File: src/core/sobd_defs.vh
// Constants for the static option byte decoder
`ifndef SOBD_DEFS_VH
`define SOBD_DEFS_VH
`define SOBD_OPT_WIDTH 8
`define SOBD_ERASED_BYTE 8'hff
`define SOBD_BIT_PROTECT 0
`define SOBD_BIT_FIXED_ONE 1
`define SOBD_BIT_RETRY 2
`define SOBD_BIT_CLKSRC 3
`define SOBD_BIT_NESTED_IRQ_ENABLE 4
`define SOBD_BIT_WDG 5
`define SOBD_RETRY_LOW 3'h4
`define SOBD_RETRY_HIGH 3'h5
`define SOBD_CARD_DIV 4'hc
`define SOBD_ADDR_OPTION 12'h000
`define SOBD_ADDR_STATUS 12'h004
`define SOBD_ADDR_CONTROL 12'h008
`define SOBD_ST_IDLE 2'h0
`define SOBD_ST_ERASE 2'h1
`define SOBD_ST_OPT 2'h2
`define SOBD_RESP_OKAY 2'h0
`define SOBD_RESP_SLVERR 2'h2
`endif

File: src/core/sobd_top.v
// Static option byte capture, decode, card clock divider and AXI4-Lite view
// Contract
// Take eight option bits as one byte
// Bit5 zero forces watchdog on always (WATCHDOG_ACTIVE stays low in reset and until captured_q sets one cycle later)
// Bit4 enables nested interrupt controller
// Bit3 selects card clock: divider or oscillator
// Bit2 sets transmit count four or five
// Programmer keeps bit1 one; 7:6 reserved
// Bit0 zero enables read-out protection
// Protection blocks test and in-circuit access
// Unprotect erase wipes user memory first
// Blank flash and option byte read ones
// Capture once at reset, hold until next
//
// Decided for this implementation: the AXI4-Lite slave port and the register offsets.
`timescale 1ns/10ps
`include "sobd_defs.vh"
module sobd_top #(
   parameter ERASE_WAIT = 16
) (
   input wire CLK_SYS,
   input wire RST,
   input wire [7:0] NVM_OPTION_BYTE,
   input wire NVM_OPTION_PROGRAMMED,
   input wire CLK_48M_TICK,
   input wire CLK_OSC_TICK,
   input wire TEST_MODE,
   input wire ICP_MODE,
   input wire WDG_SW_START,
   output wire WATCHDOG_ACTIVE,
   output wire WATCHDOG_TYPE_SELECT,
   output wire NESTED_IRQ_ENABLE,
   output wire CARD_CLOCK_SOURCE_SELECT,
   output wire CARD_CLK_TICK,
   output wire [2:0] CARD_TX_ATTEMPTS,
   output wire READOUT_PROTECT,
   output wire EXT_ACCESS_ALLOW,
   output wire USER_ERASE_REQ,
   output wire OPTION_ERASE_REQ,
   input wire ERASE_DONE,
   input wire [11:0] S_AXI_AWADDR,
   input wire S_AXI_AWVALID,
   output wire S_AXI_AWREADY,
   input wire [31:0] S_AXI_WDATA,
   input wire [3:0] S_AXI_WSTRB,
   input wire S_AXI_WVALID,
   output wire S_AXI_WREADY,
   output wire [1:0] S_AXI_BRESP,
   output wire S_AXI_BVALID,
   input wire S_AXI_BREADY,
   input wire [11:0] S_AXI_ARADDR,
   input wire S_AXI_ARVALID,
   output wire S_AXI_ARREADY,
   output wire [31:0] S_AXI_RDATA,
   output wire [1:0] S_AXI_RRESP,
   output wire S_AXI_RVALID,
   input wire S_AXI_RREADY
);
   ////////////////////////////////////////////////////////////////////////////
   reg [7:0] opt_q;
   reg captured_q;
   reg wdg_run_q;
   reg [3:0] div_q;
   reg card_tick_q;
   reg [1:0] st_q;
   reg [15:0] wait_q;
   reg user_erase_q;
   reg opt_erase_q;
   reg erase_busy_q;
   // Options come from a live flash macro; a byte still blank reads as ones
   wire [7:0] src_byte = NVM_OPTION_PROGRAMMED ? NVM_OPTION_BYTE : `SOBD_ERASED_BYTE;

   // Sampled only on the first cycle after reset so later flash writes never leak in
   always @(posedge CLK_SYS) begin
      if (RST) begin
         opt_q <= `SOBD_ERASED_BYTE;
         captured_q <= 1'b0;
      end else if (!captured_q) begin
         opt_q <= src_byte;
         captured_q <= 1'b1;
      end
   end

   assign WATCHDOG_TYPE_SELECT = opt_q[`SOBD_BIT_WDG];
   // Software start is sticky: only reset stops a started watchdog
   always @(posedge CLK_SYS) begin
      if (RST)
         wdg_run_q <= 1'b0;
      else if (captured_q && WDG_SW_START)
         wdg_run_q <= 1'b1;
   end
   assign WATCHDOG_ACTIVE = captured_q && (!opt_q[`SOBD_BIT_WDG] || wdg_run_q);
   assign NESTED_IRQ_ENABLE = opt_q[`SOBD_BIT_NESTED_IRQ_ENABLE];
   assign CARD_TX_ATTEMPTS = opt_q[`SOBD_BIT_RETRY] ? `SOBD_RETRY_HIGH : `SOBD_RETRY_LOW;
   assign READOUT_PROTECT = !opt_q[`SOBD_BIT_PROTECT];
   // Bit1 and bits 7:6 are not decoded; a wrong bit1 only shows in the readback
   assign EXT_ACCESS_ALLOW = !(READOUT_PROTECT && (TEST_MODE || ICP_MODE));

   ////////////////////////////////////////////////////////////////////////////
   // Card clock: tick enables, so no derived clock net is created
   always @(posedge CLK_SYS) begin
      if (RST) begin
         div_q <= 4'h0;
         card_tick_q <= 1'b0;
      end else if (opt_q[`SOBD_BIT_CLKSRC]) begin
         div_q <= 4'h0;
         card_tick_q <= CLK_OSC_TICK;
      end else if (CLK_48M_TICK) begin
         if (div_q == `SOBD_CARD_DIV - 4'h1) begin
            div_q <= 4'h0;
            card_tick_q <= 1'b1;
         end else begin
            div_q <= div_q + 4'h1;
            card_tick_q <= 1'b0;
         end
      end else
         card_tick_q <= 1'b0;
   end
   assign CARD_CLOCK_SOURCE_SELECT = opt_q[`SOBD_BIT_CLKSRC];
   assign CARD_CLK_TICK = card_tick_q;

   ////////////////////////////////////////////////////////////////////////////
   // Option erase sequencer: with protection on, user memory goes first
   wire erase_cmd;
   always @(posedge CLK_SYS) begin
      if (RST) begin
         st_q <= `SOBD_ST_IDLE;
         user_erase_q <= 1'b0;
         opt_erase_q <= 1'b0;
         wait_q <= 16'h0000;
      end else begin
         case (st_q)
            `SOBD_ST_IDLE: begin
               if (erase_cmd) begin
                  wait_q <= 16'h0000;
                  if (READOUT_PROTECT) begin
                     st_q <= `SOBD_ST_ERASE;
                     user_erase_q <= 1'b1;
                  end else begin
                     st_q <= `SOBD_ST_OPT;
                     opt_erase_q <= 1'b1;
                  end
               end
            end
            `SOBD_ST_ERASE: begin
               // Hold the request until the flash reports done, with a floor of ERASE_WAIT cycles
               if (wait_q != ERASE_WAIT[15:0])
                  wait_q <= wait_q + 16'h0001;
               if (ERASE_DONE && wait_q == ERASE_WAIT[15:0]) begin
                  user_erase_q <= 1'b0;
                  opt_erase_q <= 1'b1;
                  st_q <= `SOBD_ST_OPT;
               end
            end
            `SOBD_ST_OPT: begin
               if (ERASE_DONE) begin
                  opt_erase_q <= 1'b0;
                  st_q <= `SOBD_ST_IDLE;
               end
            end
            default: st_q <= `SOBD_ST_IDLE;
         endcase
      end
   end
   assign USER_ERASE_REQ = user_erase_q;
   assign OPTION_ERASE_REQ = opt_erase_q;
   always @* erase_busy_q = (st_q != `SOBD_ST_IDLE);

   ////////////////////////////////////////////////////////////////////////////
   // AXI4-Lite slave: one write and one read outstanding, address and data in any order
   reg aw_got_q, w_got_q, bvalid_q, rvalid_q;
   reg [11:0] awaddr_q;
   reg [31:0] wdata_q, rdata_q;
   reg [3:0] wstrb_q;
   reg [1:0] bresp_q, rresp_q;
   reg erase_cmd_q;

   function addr_ok;
      input [11:0] a;
      begin
         addr_ok = (a == `SOBD_ADDR_OPTION) || (a == `SOBD_ADDR_STATUS) || (a == `SOBD_ADDR_CONTROL);
      end
   endfunction

   assign S_AXI_AWREADY = !aw_got_q && !bvalid_q;
   assign S_AXI_WREADY = !w_got_q && !bvalid_q;
   wire aw_now = aw_got_q || S_AXI_AWVALID;
   wire w_now = w_got_q || S_AXI_WVALID;
   wire [11:0] aw_eff = aw_got_q ? awaddr_q : S_AXI_AWADDR;
   wire [31:0] w_eff = w_got_q ? wdata_q : S_AXI_WDATA;
   wire [3:0] s_eff = w_got_q ? wstrb_q : S_AXI_WSTRB;
   wire do_write = aw_now && w_now && !bvalid_q;
   assign erase_cmd = erase_cmd_q;

   always @(posedge CLK_SYS) begin
      if (RST) begin
         aw_got_q <= 1'b0;
         w_got_q <= 1'b0;
         awaddr_q <= 12'h000;
         wdata_q <= 32'h00000000;
         wstrb_q <= 4'h0;
         bvalid_q <= 1'b0;
         bresp_q <= `SOBD_RESP_OKAY;
         erase_cmd_q <= 1'b0;
      end else begin
         erase_cmd_q <= 1'b0;
         if (do_write) begin
            aw_got_q <= 1'b0;
            w_got_q <= 1'b0;
            bvalid_q <= 1'b1;
            bresp_q <= addr_ok(aw_eff) ? `SOBD_RESP_OKAY : `SOBD_RESP_SLVERR;
            if (aw_eff == `SOBD_ADDR_CONTROL && s_eff[0] && w_eff[0] && !erase_busy_q)
               erase_cmd_q <= 1'b1;
         end else begin
            if (S_AXI_AWVALID && S_AXI_AWREADY) begin
               aw_got_q <= 1'b1;
               awaddr_q <= S_AXI_AWADDR;
            end
            if (S_AXI_WVALID && S_AXI_WREADY) begin
               w_got_q <= 1'b1;
               wdata_q <= S_AXI_WDATA;
               wstrb_q <= S_AXI_WSTRB;
            end
            if (bvalid_q && S_AXI_BREADY)
               bvalid_q <= 1'b0;
         end
      end
   end

   assign S_AXI_ARREADY = !rvalid_q;
   always @(posedge CLK_SYS) begin
      if (RST) begin
         rvalid_q <= 1'b0;
         rdata_q <= 32'h00000000;
         rresp_q <= `SOBD_RESP_OKAY;
      end else if (S_AXI_ARVALID && !rvalid_q) begin
         rvalid_q <= 1'b1;
         rresp_q <= addr_ok(S_AXI_ARADDR) ? `SOBD_RESP_OKAY : `SOBD_RESP_SLVERR;
         case (S_AXI_ARADDR)
            `SOBD_ADDR_OPTION: rdata_q <= {24'h000000, opt_q};
            `SOBD_ADDR_STATUS: rdata_q <= {26'h0, erase_busy_q, EXT_ACCESS_ALLOW,
               READOUT_PROTECT, WATCHDOG_ACTIVE, opt_q[`SOBD_BIT_FIXED_ONE], captured_q};
            default: rdata_q <= 32'h00000000;
         endcase
      end else if (rvalid_q && S_AXI_RREADY)
         rvalid_q <= 1'b0;
   end
   assign S_AXI_BVALID = bvalid_q;
   assign S_AXI_BRESP = bresp_q;
   assign S_AXI_RVALID = rvalid_q;
   assign S_AXI_RDATA = rdata_q;
   assign S_AXI_RRESP = rresp_q;
endmodule

File: config.mk
export PLATFORM = sky130hd
export DESIGN_NAME = sobd_top
export DESIGN_NICKNAME = d
export VERILOG_FILES = /design/src/core/sobd_top.v
export VERILOG_INCLUDE_DIRS = /design/src /design/src/core
export SDC_FILE = /design/constraint.sdc
export NUM_CORES = 1
export LEC_CHECK = 0
export ABC_AREA = 1
export BUFFER_PORTS_ARGS = -buffer_cell sky130_fd_sc_hd__buf_2
export CAP_MARGIN = 20
export CELL_PAD_IN_SITES_DETAIL_PLACEMENT = 0
export CELL_PAD_IN_SITES_GLOBAL_PLACEMENT = 1
export CORE_MARGIN = 2
export CORE_UTILIZATION = 36
export DETAILED_ROUTE_END_ITERATION = 8
export GPL_ROUTABILITY_DRIVEN = 0
export PLACE_DENSITY = 0.85
export SETUP_SLACK_MARGIN = 0.05
export SYNTH_ARGS = -nofsm -noshare
export SYNTH_HDL_FRONTEND = slang
export SYNTH_SLANG_ARGS = --single-unit
File: constraint.sdc
create_clock -name CLK_SYS -period 3.3 [get_ports CLK_SYS]
set_input_delay 0 -clock CLK_SYS [delete_from_list [all_inputs] [get_ports CLK_SYS]]
set_output_delay 0 -clock CLK_SYS [all_outputs]
set_load 0.01 [all_outputs]
==> impl_metrics.py, run 1 <==
metrics = {
    "place": {
        "dp_worst_setup_slack_ps": 1569,
        "placed_area_um2": 3630,
        "port_buffers": 72,
        "post-dp-hpwl_um": 5681,
    },
    "die": {
        "die_area_um2": 10020,
        "start_util_pct": 36.48,
        "rows": 35,
        "pin_count": 135,
        "fp.coreArea_um2": 9109,
        "die_h_um": 100.1,
        "die_width_um": 100.1,
    },
    "clock_network": {
        "clkLatencyLatePin_ps": 330,
        "htreeDepth": 3,
        "path_clk_slew_ps": 70,
        "cts_setup_buffers": 0,
        "numCtsBuffers": 9,
        "cts_hold_buf": 29,
        "cts_resized": 0,
        "clock_sinks": 64,
        "cts_tree": "done",
        "clock_path_buffers": 2,
        "clockRootBuffer": "clkbuf_8",
    },
    "logic_synthesis": {
        "ys_seq_elements": 64,
        "synth_top_area_share_pct": 38.55,
        "syn_inst": 475,
        "yosys-top-cells-area": "dfxtp_1, nand3_1, nand2_1",
        "syn_area_um2": 3323,
        "synth_area_per_cell_um2": 6.996,
        "seq_area_frac_synth_pct": 38.55,
        "yosysTopAreaCell": "dfxtp_1",
        "ys_warn_count": 0,
        "ys_types": 34,
    },
    "sta": {
        "min_period_ps": 1768,
        "max_slew_margin_pct": 39.16,
        "finalSetupViolations": 0,
        "fin_skew_ps": 6.565,
        "finalCritPeriodShare_pct": 53.59,
        "maxSlewViolCount": 0,
        "rsz0062_at_grt": "no",
        "holdWs_ps": 36.71,
        "fin_setup_tns_ps": 0,
        "fin_ws_ps": 1532,
        "max_freq_ghz": 0.5655,
        "hold_violations": 0,
        "worst_pin_slew_ps": 911.5,
    },
    "pwr": {
        "power_mw": 1.988,
        "switching_share_pct": 29.52,
        "clkPwrFrac_pct": 36.7,
        "p_switching_mw": 0.5869,
        "combPwrFrac_pct": 19.1,
        "leakage_nw": 1.810,
        "p_int_mw": 1.401,
        "p_per_area_nw_per_um2": 481.1,
        "peakVddDrop_mv": 0.2294,
        "power_frac_seq_pct": 44.2,
    },
    "global_route": {
        "antenna_found_initial": 0,
        "track_usage_pct": 16.33,
        "grt_pass1_vias": 3102,
        "overflow": 0,
        "grt_max_degree": 34,
        "grt_pass1_wl_um": 13540,
    },
    "cells_and_area": {
        "area_growth_syn_to_layout_pct": 24.36,
        "layout_commonest_cell": "buf_2",
        "layout.cell_area.non_filler_um2": 4133,
        "fin_nets": 654,
        "layout_common_cells": "buf_2, nand2_1, dfxtp_1",
        "diodes": 0,
        "drive_above_1_share_pct": 17.94,
    },
    "routing": {
        "drt_first_pass_iters": 4,
        "drc": 0,
        "vias": 3278,
        "drt_wl_total_um": 7893,
        "via_per_inst": 4.785,
        "ant_nets": 0,
        "detail_route.wl_per_cell_um": 11.52,
        "initialDrtViolationCount": 106,
    },
    "worst_setup_path": {
        "cp-startpoint": "aw_got_q",
        "crit_type": "flop to flop",
        "crit_fanout": 24,
        "critPathLaunchType": "flop",
        "arrival_ps": 1960,
        "required_ps": 3490,
        "worst_setup_path_end_kind": "flop",
        "timing.rr.start": "aw_got_q",
    },
    "min_path": {
        "holdCritStartpoint": "S_AXI_ARADDR[2]",
        "hp-class": "primary input to flop",
    },
    "flow_run": {
        "cap_violations": 0,
    },
    "outcome": {
        "status": "completed",
    },
}
## cell families (layout without fill, tap and decap cells)
kind of cell | Yosys count | count (layout) | synth area share [%]
AO/OA/AOI/OAI | 99 | 99 | 16.42
buffers and inverters | 103 | 176 | 15.40
other | 2 | 28 | 0.2260
adder cells (fa/ha/maj) | 3 | 3 | 1.130
XOR/XNOR | 2 | 2 | 0.5272
AND/OR/NAND/NOR | 202 | 202 | 27.75
flip-flops | 64 | 64 | 38.55
## state kept, by name, indices dropped and copies added (netlist names), 2 cells and up
register,flops
opt_q,8
wait_q,16
div_q,4
S_AXI_RDATA,8
st_q,2
awaddr_q,12
## Yosys cell counts (all sizes together)
cell type and instances:
a21o 1, a21oi 49, a31oi 1, buf 34, clkbuf 10, clkinv 1
conb 2, dfxtp 64, ha 3, inv 58, nand2 70, nand3 55
nand4 13, nor2 47, nor3 14, o211a 1, o211ai 7, o21a 1
o21ai 37, o21bai 1, o221ai 1, or2 2, or3 1, xnor2 1
xor2 1
## power groups by stage
stage | Sequential, mW | Clock, mW | Combinational [mW]
after floorplan | 0.890 | 0 | 0.275
after global placement | 0.894 | 0 | 0.346
after detailed placement | 0.895 | 0 | 0.354
after CTS | 0.878 | 0.752 | 0.383
after global routing | 0.887 | 0.779 | 0.438
final | 0.879 | 0.729 | 0.380
## layout make-up
| class | count | area, µm² |
|---|---|---|
| flip-flops and latches | 64 | 1281 |
| well taps | 111 | 138.9 |
| clock buffers | 11 | 131.4 |
| inverters | 59 | 221.5 |
| multi-input cells | 334 | 1628 |
| fillers | 971 | 4976 |
| repair buffers | 101 | 650.6 |
| clock inverters | 5 | 81.33 |
## critical path: stages (launching register included)
cell	delay [ps]
dfxtp_1	420
nor2_1	210
nand3_1	550
o21ai_0	390
a21oi_1	60
## final timing paths
check / end / slack, ps / cells past startpoint
worst min register to register: awaddr_q[10] / 450 / 2
worst max register to register: awaddr_q[11] / 1530 / 4
worst min-delay path: S_AXI_RDATA[6] / 40 / 4
worst max-delay path: awaddr_q[11] / 1530 / 4
## metal layers
metal,GRT usage [%],up-vias,wire (µm),part of all wire [%]
li1,-,1705,-,-
met1,21.09,1487,3798,48
met2,27.55,75,3681,47
met3,3.412,11,300,3.8
met4,4.847,0,114,1.4
met5,0,-,0,0
## through the flow
| stage | std cells | util [%] |
|---|---|---|
| floorplan | 501 | - |
| finish | 685 | 45.37 |
| global placement | 640 | 39.85 |
| global route | 685 | 45.37 |
| detailed placement | 640 | 39.85 |
| CTS | 685 | 45.37 |
Power figures use the tool's default switching activity.
==> run 2, diff against run 1 <==
--- a/config.mk
+++ b/config.mk
@@ -6,16 +6,16 @@
 export SDC_FILE = /design/constraint.sdc
 export NUM_CORES = 1
 export LEC_CHECK = 0
-export ABC_AREA = 1
+export ABC_AREA = 0
 export BUFFER_PORTS_ARGS = -buffer_cell sky130_fd_sc_hd__buf_2
 export CAP_MARGIN = 20
 export CELL_PAD_IN_SITES_DETAIL_PLACEMENT = 0
 export CELL_PAD_IN_SITES_GLOBAL_PLACEMENT = 1
 export CORE_MARGIN = 2
-export CORE_UTILIZATION = 36
+export CORE_UTILIZATION = 34
 export DETAILED_ROUTE_END_ITERATION = 8
 export GPL_ROUTABILITY_DRIVEN = 0
-export PLACE_DENSITY = 0.85
+export PLACE_DENSITY = 0.8
 export SETUP_SLACK_MARGIN = 0.05
 export SYNTH_ARGS = -nofsm -noshare
 export SYNTH_HDL_FRONTEND = slang
==> constraint.sdc (replaced) <==
create_clock -name CLK_SYS -period 1.65 [get_ports CLK_SYS]
set_input_delay 0 -clock CLK_SYS [delete_from_list [all_inputs] [get_ports CLK_SYS]]
set_output_delay 0 -clock CLK_SYS [all_outputs]
set_load 0.01 [all_outputs]
==> impl_metrics.py, run 2 <==
metrics = {
    "place": {
        "post-dp-hpwl_um": 5268,
        "placedCellCount": 536,
        "port_buffers": 72,
        "dp_worst_setup_slack_ps": -43.32,
    },
    "clock_network": {
        "clkLatencyLatePin_ps": 340,
        "clock_sinks": 64,
        "clockRootBuffer": "clkbuf_8",
        "path_clk_slew_ps": 70,
        "numCtsBuffers": 9,
        "htreeDepth": 3,
        "clock_path_buffers": 2,
        "cts_tree": "done",
    },
    "logic_synthesis": {
        "synth-edff-count": 0,
        "ys_warn_count": 0,
        "synth_top_area_share_pct": 42.52,
        "yosys-top-cells-area": "dfxtp_1, buf_4, mux2i_1",
        "syn_area_um2": 3013,
        "ys_types": 53,
        "syn_inst": 344,
        "ys_seq_elements": 64,
        "synth_most_common_cell": "dfxtp_1",
        "yosysTopAreaCell": "dfxtp_1",
        "synth_area_per_cell_um2": 8.758,
        "synthFlopType": "dfxtp_1",
        "synthTopCellsByCount": "dfxtp_1, nor2_1, buf_4",
        "seq_area_frac_synth_pct": 42.52,
        "synthArstFlopShare_pct": 0,
    },
    "die": {
        "fp.coreArea_um2": 8636,
        "start_util_pct": 34.89,
        "die_area_um2": 9630,
        "die_h_um": 98.14,
        "die_width_um": 98.14,
        "pin_count": 135,
        "rows": 34,
    },
    "cells_and_area": {
        "fin_nets": 561,
        "regMostFlops": "wait_q",
        "drive_above_1_share_pct": 30.83,
        "top_regs": "wait_q x16, awaddr_q x12",
        "diodes": 0,
        "fin_cells": 588,
        "layout_commonest_cell": "buf_2",
        "largest_reg_flops": 16,
        "nFillCells": 814,
        "area_growth_syn_to_layout_pct": 38.33,
        "layout_common_cells": "buf_2, dfxtp_1, nor2_1",
    },
    "sta": {
        "finalSetupViolations": 1,
        "worst_pin_slew_ps": 501.7,
        "fin_skew_ps": 4.232,
        "max_freq_ghz": 0.6033,
        "fin_setup_tns_ps": -7.530,
        "hold_violations": 0,
        "maxSlewViolCount": 0,
        "max_slew_margin_pct": 66.43,
        "holdWs_ps": 21.22,
        "fin_ws_ps": -7.530,
        "rsz0062_at_grt": "yes",
        "finalCritPeriodShare_pct": 100.5,
        "min_period_ps": 1658,
    },
    "pwr": {
        "peakVddDrop_mv": 0.5373,
        "p_per_area_nw_per_um2": 747.3,
        "leakage_nw": 1.848,
        "power_mw": 3.114,
    },
    "worst_setup_path": {
        "cp-startpoint": "wait_q[1]",
        "arrival_ps": 1890,
        "critPathLaunchType": "flop",
        "crit_fanout": 4,
        "rr_worst_depth": 6,
        "timing.rr.start": "wait_q[1]",
        "worst_setup_path_end_kind": "flop",
        "crit_type": "flop to flop",
        "required_ps": 1880,
    },
    "global_route": {
        "antenna_found_initial": 0,
        "grt_pass1_wl_um": 12340,
        "overflow": 0,
        "track_usage_pct": 15.65,
        "grt_max_degree": 32,
        "grt_pass1_vias": 2720,
    },
    "routing": {
        "initialDrtViolationCount": 101,
        "drc": 0,
        "via_per_inst": 4.791,
        "drt_first_pass_iters": 7,
        "drt_wl_total_um": 7460,
        "detail_route.wl_per_cell_um": 12.69,
        "ant_nets": 0,
        "vias": 2817,
    },
    "min_path": {
        "hold_depth": 4,
        "hp-class": "primary input to flop",
        "holdCritStartpoint": "CLK_48M_TICK",
    },
    "outcome": {
        "violations": "negative setup slack",
        "status": "finished, violations left",
    },
    "flow_run": {
        "cap_violations": 0,
    },
}
## run 2: layout make-up
class                           count  area (µm²)  share of cell area, %
Timing Repair Buffer              134       913.4                  21.92
Tap cell                          108       135.1                  3.242
Sequential cell                    64        1286                  30.86
Clock buffer                       10       127.6                  3.062
Multi-Input combinational cell    251        1618                  38.82
Inverter                           16       62.56                  1.501
Clock inverter                      5       25.02                 0.6004
## run 2: cells by family after synthesis
kind of cell | synth area share (%)
fa+ha+maj | 1.246
flops | 42.52
compound gates | 14.33
xor+xnor | 2.035
mux | 6.769
simple gates | 22.18
buf+inv | 10.67
other cells | 0.2493
## run 2: through the flow
step / instance area (µm²) / util [%]
after floorplan: 3118 / -
after global placement: 3540 / 40.99
after detailed placement: 3540 / 40.99
after CTS: 4046 / 46.86
after global routing: 4168 / 48.26
final: 4168 / 48.26
## run 2: worst paths after layout
path               endpoint  slack [ps]
max          USER_ERASE_REQ          -8
min                div_q[2]          20
max reg2reg  USER_ERASE_REQ          -8
min reg2reg  S_AXI_RDATA[4]         480
## run 2: worst max-delay path, stage by stage (launching register included)
cell	delay, ps
dfxtp_2	320
inv_2	70
ha_4	120
nor4b_4	190
nand4_1	250
or3_4	470
o211a_1	130
## run 2: routing by layer
metal | up-vias | global-route usage, % | wire length, µm
met1 | 1311 | 18.63 | 3297
met5 | - | 0 | 0
met4 | 0 | 4.215 | 129
li1 | 1429 | - | -
met2 | 67 | 27.34 | 3733
met3 | 10 | 4.868 | 299
## run 2: power by group
part,switching (mW),leakage [nW],internal [mW]
clock,0.568,0.0854,0.523
combinational,0.210,1.24,0.194
sequential,0.0310,0.522,1.59
total,0.809,1.85,2.31
## run 2: timing repair
| action | 4_1_cts | 5_1_grt |
|---|---|---|
| pin swaps | 3 | 7 |
| cloned | 0 | 0 |
| hold endpoints to repair | 31 | 0 |
| setup endpoints to repair | 6 | 8 |
| buffers inserted | 1 | 4 |
| gates resized for setup | 7 | 18 |
| hold buffers | 32 | 0 |
==> run 3, diff against run 2 <==
--- a/config.mk
+++ b/config.mk
@@ -7,10 +7,12 @@
 export NUM_CORES = 1
 export LEC_CHECK = 0
 export ABC_AREA = 0
+export ABC_CLOCK_PERIOD_IN_PS = 1650
 export BUFFER_PORTS_ARGS = -buffer_cell sky130_fd_sc_hd__buf_2
 export CAP_MARGIN = 20
 export CELL_PAD_IN_SITES_DETAIL_PLACEMENT = 0
 export CELL_PAD_IN_SITES_GLOBAL_PLACEMENT = 1
+export CORE_ASPECT_RATIO = 1.2
 export CORE_MARGIN = 2
 export CORE_UTILIZATION = 34
 export DETAILED_ROUTE_END_ITERATION = 8
==> impl_metrics.py, run 3 (synthesis results as in run 2) <==
metrics = {
    "die": {
        "die_area_um2": 9634,
        "die_h_um": 107.1,
        "rows": 37,
        "start_util_pct": 34.99,
        "pin_count": 135,
        "fp.coreArea_um2": 8611,
        "die_width_um": 89.94,
    },
    "clock_network": {
        "clock_path_buffers": 2,
        "cts_tree": "done",
        "path_clk_slew_ps": 70,
        "clockRootBuffer": "clkbuf_8",
        "numCtsBuffers": 9,
        "clock_sinks": 64,
        "htreeDepth": 3,
        "clkLatencyLatePin_ps": 330,
    },
    "place": {
        "post-dp-hpwl_um": 5436,
        "placed_area_um2": 3543,
        "port_buffers": 72,
    },
    "global_route": {
        "grt_pass1_vias": 2834,
        "antenna_found_initial": 0,
        "grt_max_degree": 32,
        "overflow": 0,
        "grt_pass1_wl_um": 12590,
        "track_usage_pct": 16.05,
    },
    "flow_run": {
        "cap_violations": 0,
    },
    "routing": {
        "via_per_inst": 4.781,
        "drc": 0,
        "vias": 2835,
        "detail_route.wl_per_cell_um": 12.90,
        "drt_wl_total_um": 7651,
        "drt_first_pass_iters": 4,
        "initialDrtViolationCount": 165,
        "ant_nets": 0,
    },
    "sta": {
        "min_period_ps": 1646,
        "fin_skew_ps": 11.77,
        "finalSetupViolations": 0,
        "finalCritPeriodShare_pct": 99.74,
        "max_freq_ghz": 0.6076,
        "rsz0062_at_grt": "yes",
        "hold_violations": 0,
        "maxSlewViolCount": 0,
        "fin_setup_tns_ps": 0,
    },
    "worst_setup_path": {
        "worst_setup_path_end_kind": "flop",
        "arrival_ps": 1920,
        "crit_chain": "buf_4, nand3_1, or3_4, or4_1, a21oi_1",
        "crit_fanout": 6,
        "required_ps": 1920,
        "crit_buf_inv": 1,
        "crit_type": "flop to flop",
        "cpMaxStageDelayCell": "or3_4",
        "crit_family": "simple AND/OR/NAND/NOR gates",
        "cp_slowest_stage_delay_ps": 430,
        "critPathLaunchType": "flop",
    },
    "min_path": {
        "hp-class": "primary input to flop",
    },
    "cells_and_area": {
        "fin_nets": 556,
        "area_growth_syn_to_layout_pct": 38.08,
        "regMostFlops": "wait_q",
        "layout_commonest_cell": "buf_2",
        "layout_common_cells": "buf_2, dfxtp_1, nor2_1",
        "diodes": 0,
        "layout.cell_area.non_filler_um2": 4160,
        "drive_above_1_share_pct": 29.83,
        "largest_reg_flops": 16,
        "top_regs": "wait_q x16, awaddr_q x12",
    },
    "pwr": {
        "peakVddDrop_mv": 0.5144,
        "power_mw": 3.399,
        "leakage_nw": 1.848,
        "p_per_area_nw_per_um2": 817.0,
    },
    "outcome": {
        "status": "completed",
    },
}
run 3: path summary, 6_finish.rpt:
check / from / endpoint / slack, ps / depth (start not counted)
hold / removal: S_AXI_AWVALID / aw_got_q / 20 / 3
hold reg to reg: opt_q[6] / S_AXI_RDATA[6] / 470 / 1
setup reg to reg: wait_q[0] / wait_q[15] / 4 / 5
setup / recovery: wait_q[0] / wait_q[15] / 4 / 5
run 3: timing repair:
item                                    in CTS  in global routing
hold buffers                                31                  0
endpoints found under the hold margin       29                  0
pin swaps                                    2                  8
endpoints found under the setup margin       6                 12
setup buffers                                0                  3
resized for setup                            5                 16
run 3: worst reg2reg max path, cell delays in order, from the launching register on:
cell and delay, ps:
dfxtp_2 340, buf_4 110, nand3_1 170, or3_4 430
or4_1 400, a21oi_1 140
run 3: layout make-up:
type	count	area [µm²]
Fill cell	864	4451
Multi-Input combinational cell	251	1594
Sequential cell	64	1285
Timing Repair Buffer	129	875.8
Clock buffer	13	158.9
Tap cell	117	146.4
Inverter	16	60.06
Clock inverter	3	40.04
run 3: power by group:
part / switching, mW / internal [mW] / leakage, nW
Combinational: 0.212 / 0.195 / 1.22
Sequential: 0.0332 / 1.59 / 0.521
Clock: 0.592 / 0.778 / 0.103
run 3: metal layers:
layer  vias to the layer above  routed length, µm  share of wire, %  global-route usage [%]
met5                         -                  0                 0                       0
met4                         0                206               2.7                   7.253
met3                        19                271               3.5                   3.865
met2                        71               3981                52                   29.65
met1                      1320               3193                42                   17.40
li1                       1425                  -                 -                       -
run 3: stage by stage:
| stage | hold WS, ps | cells | setup slack (ps) | utilization, % |
|---|---|---|---|---|
| after floorplan | 99.02 | 370 | 46.63 | - |
| after CTS | 1.904 | 591 | 38.67 | 47.25 |
| after global routing | 26.00 | 593 | -86.25 | 48.31 |
| after detailed placement | 192.7 | 544 | -24.70 | 41.15 |
| after global placement | 185.9 | 544 | 20.43 | 41.15 |
| final | 24.45 | 593 | 4.239 | 48.31 |
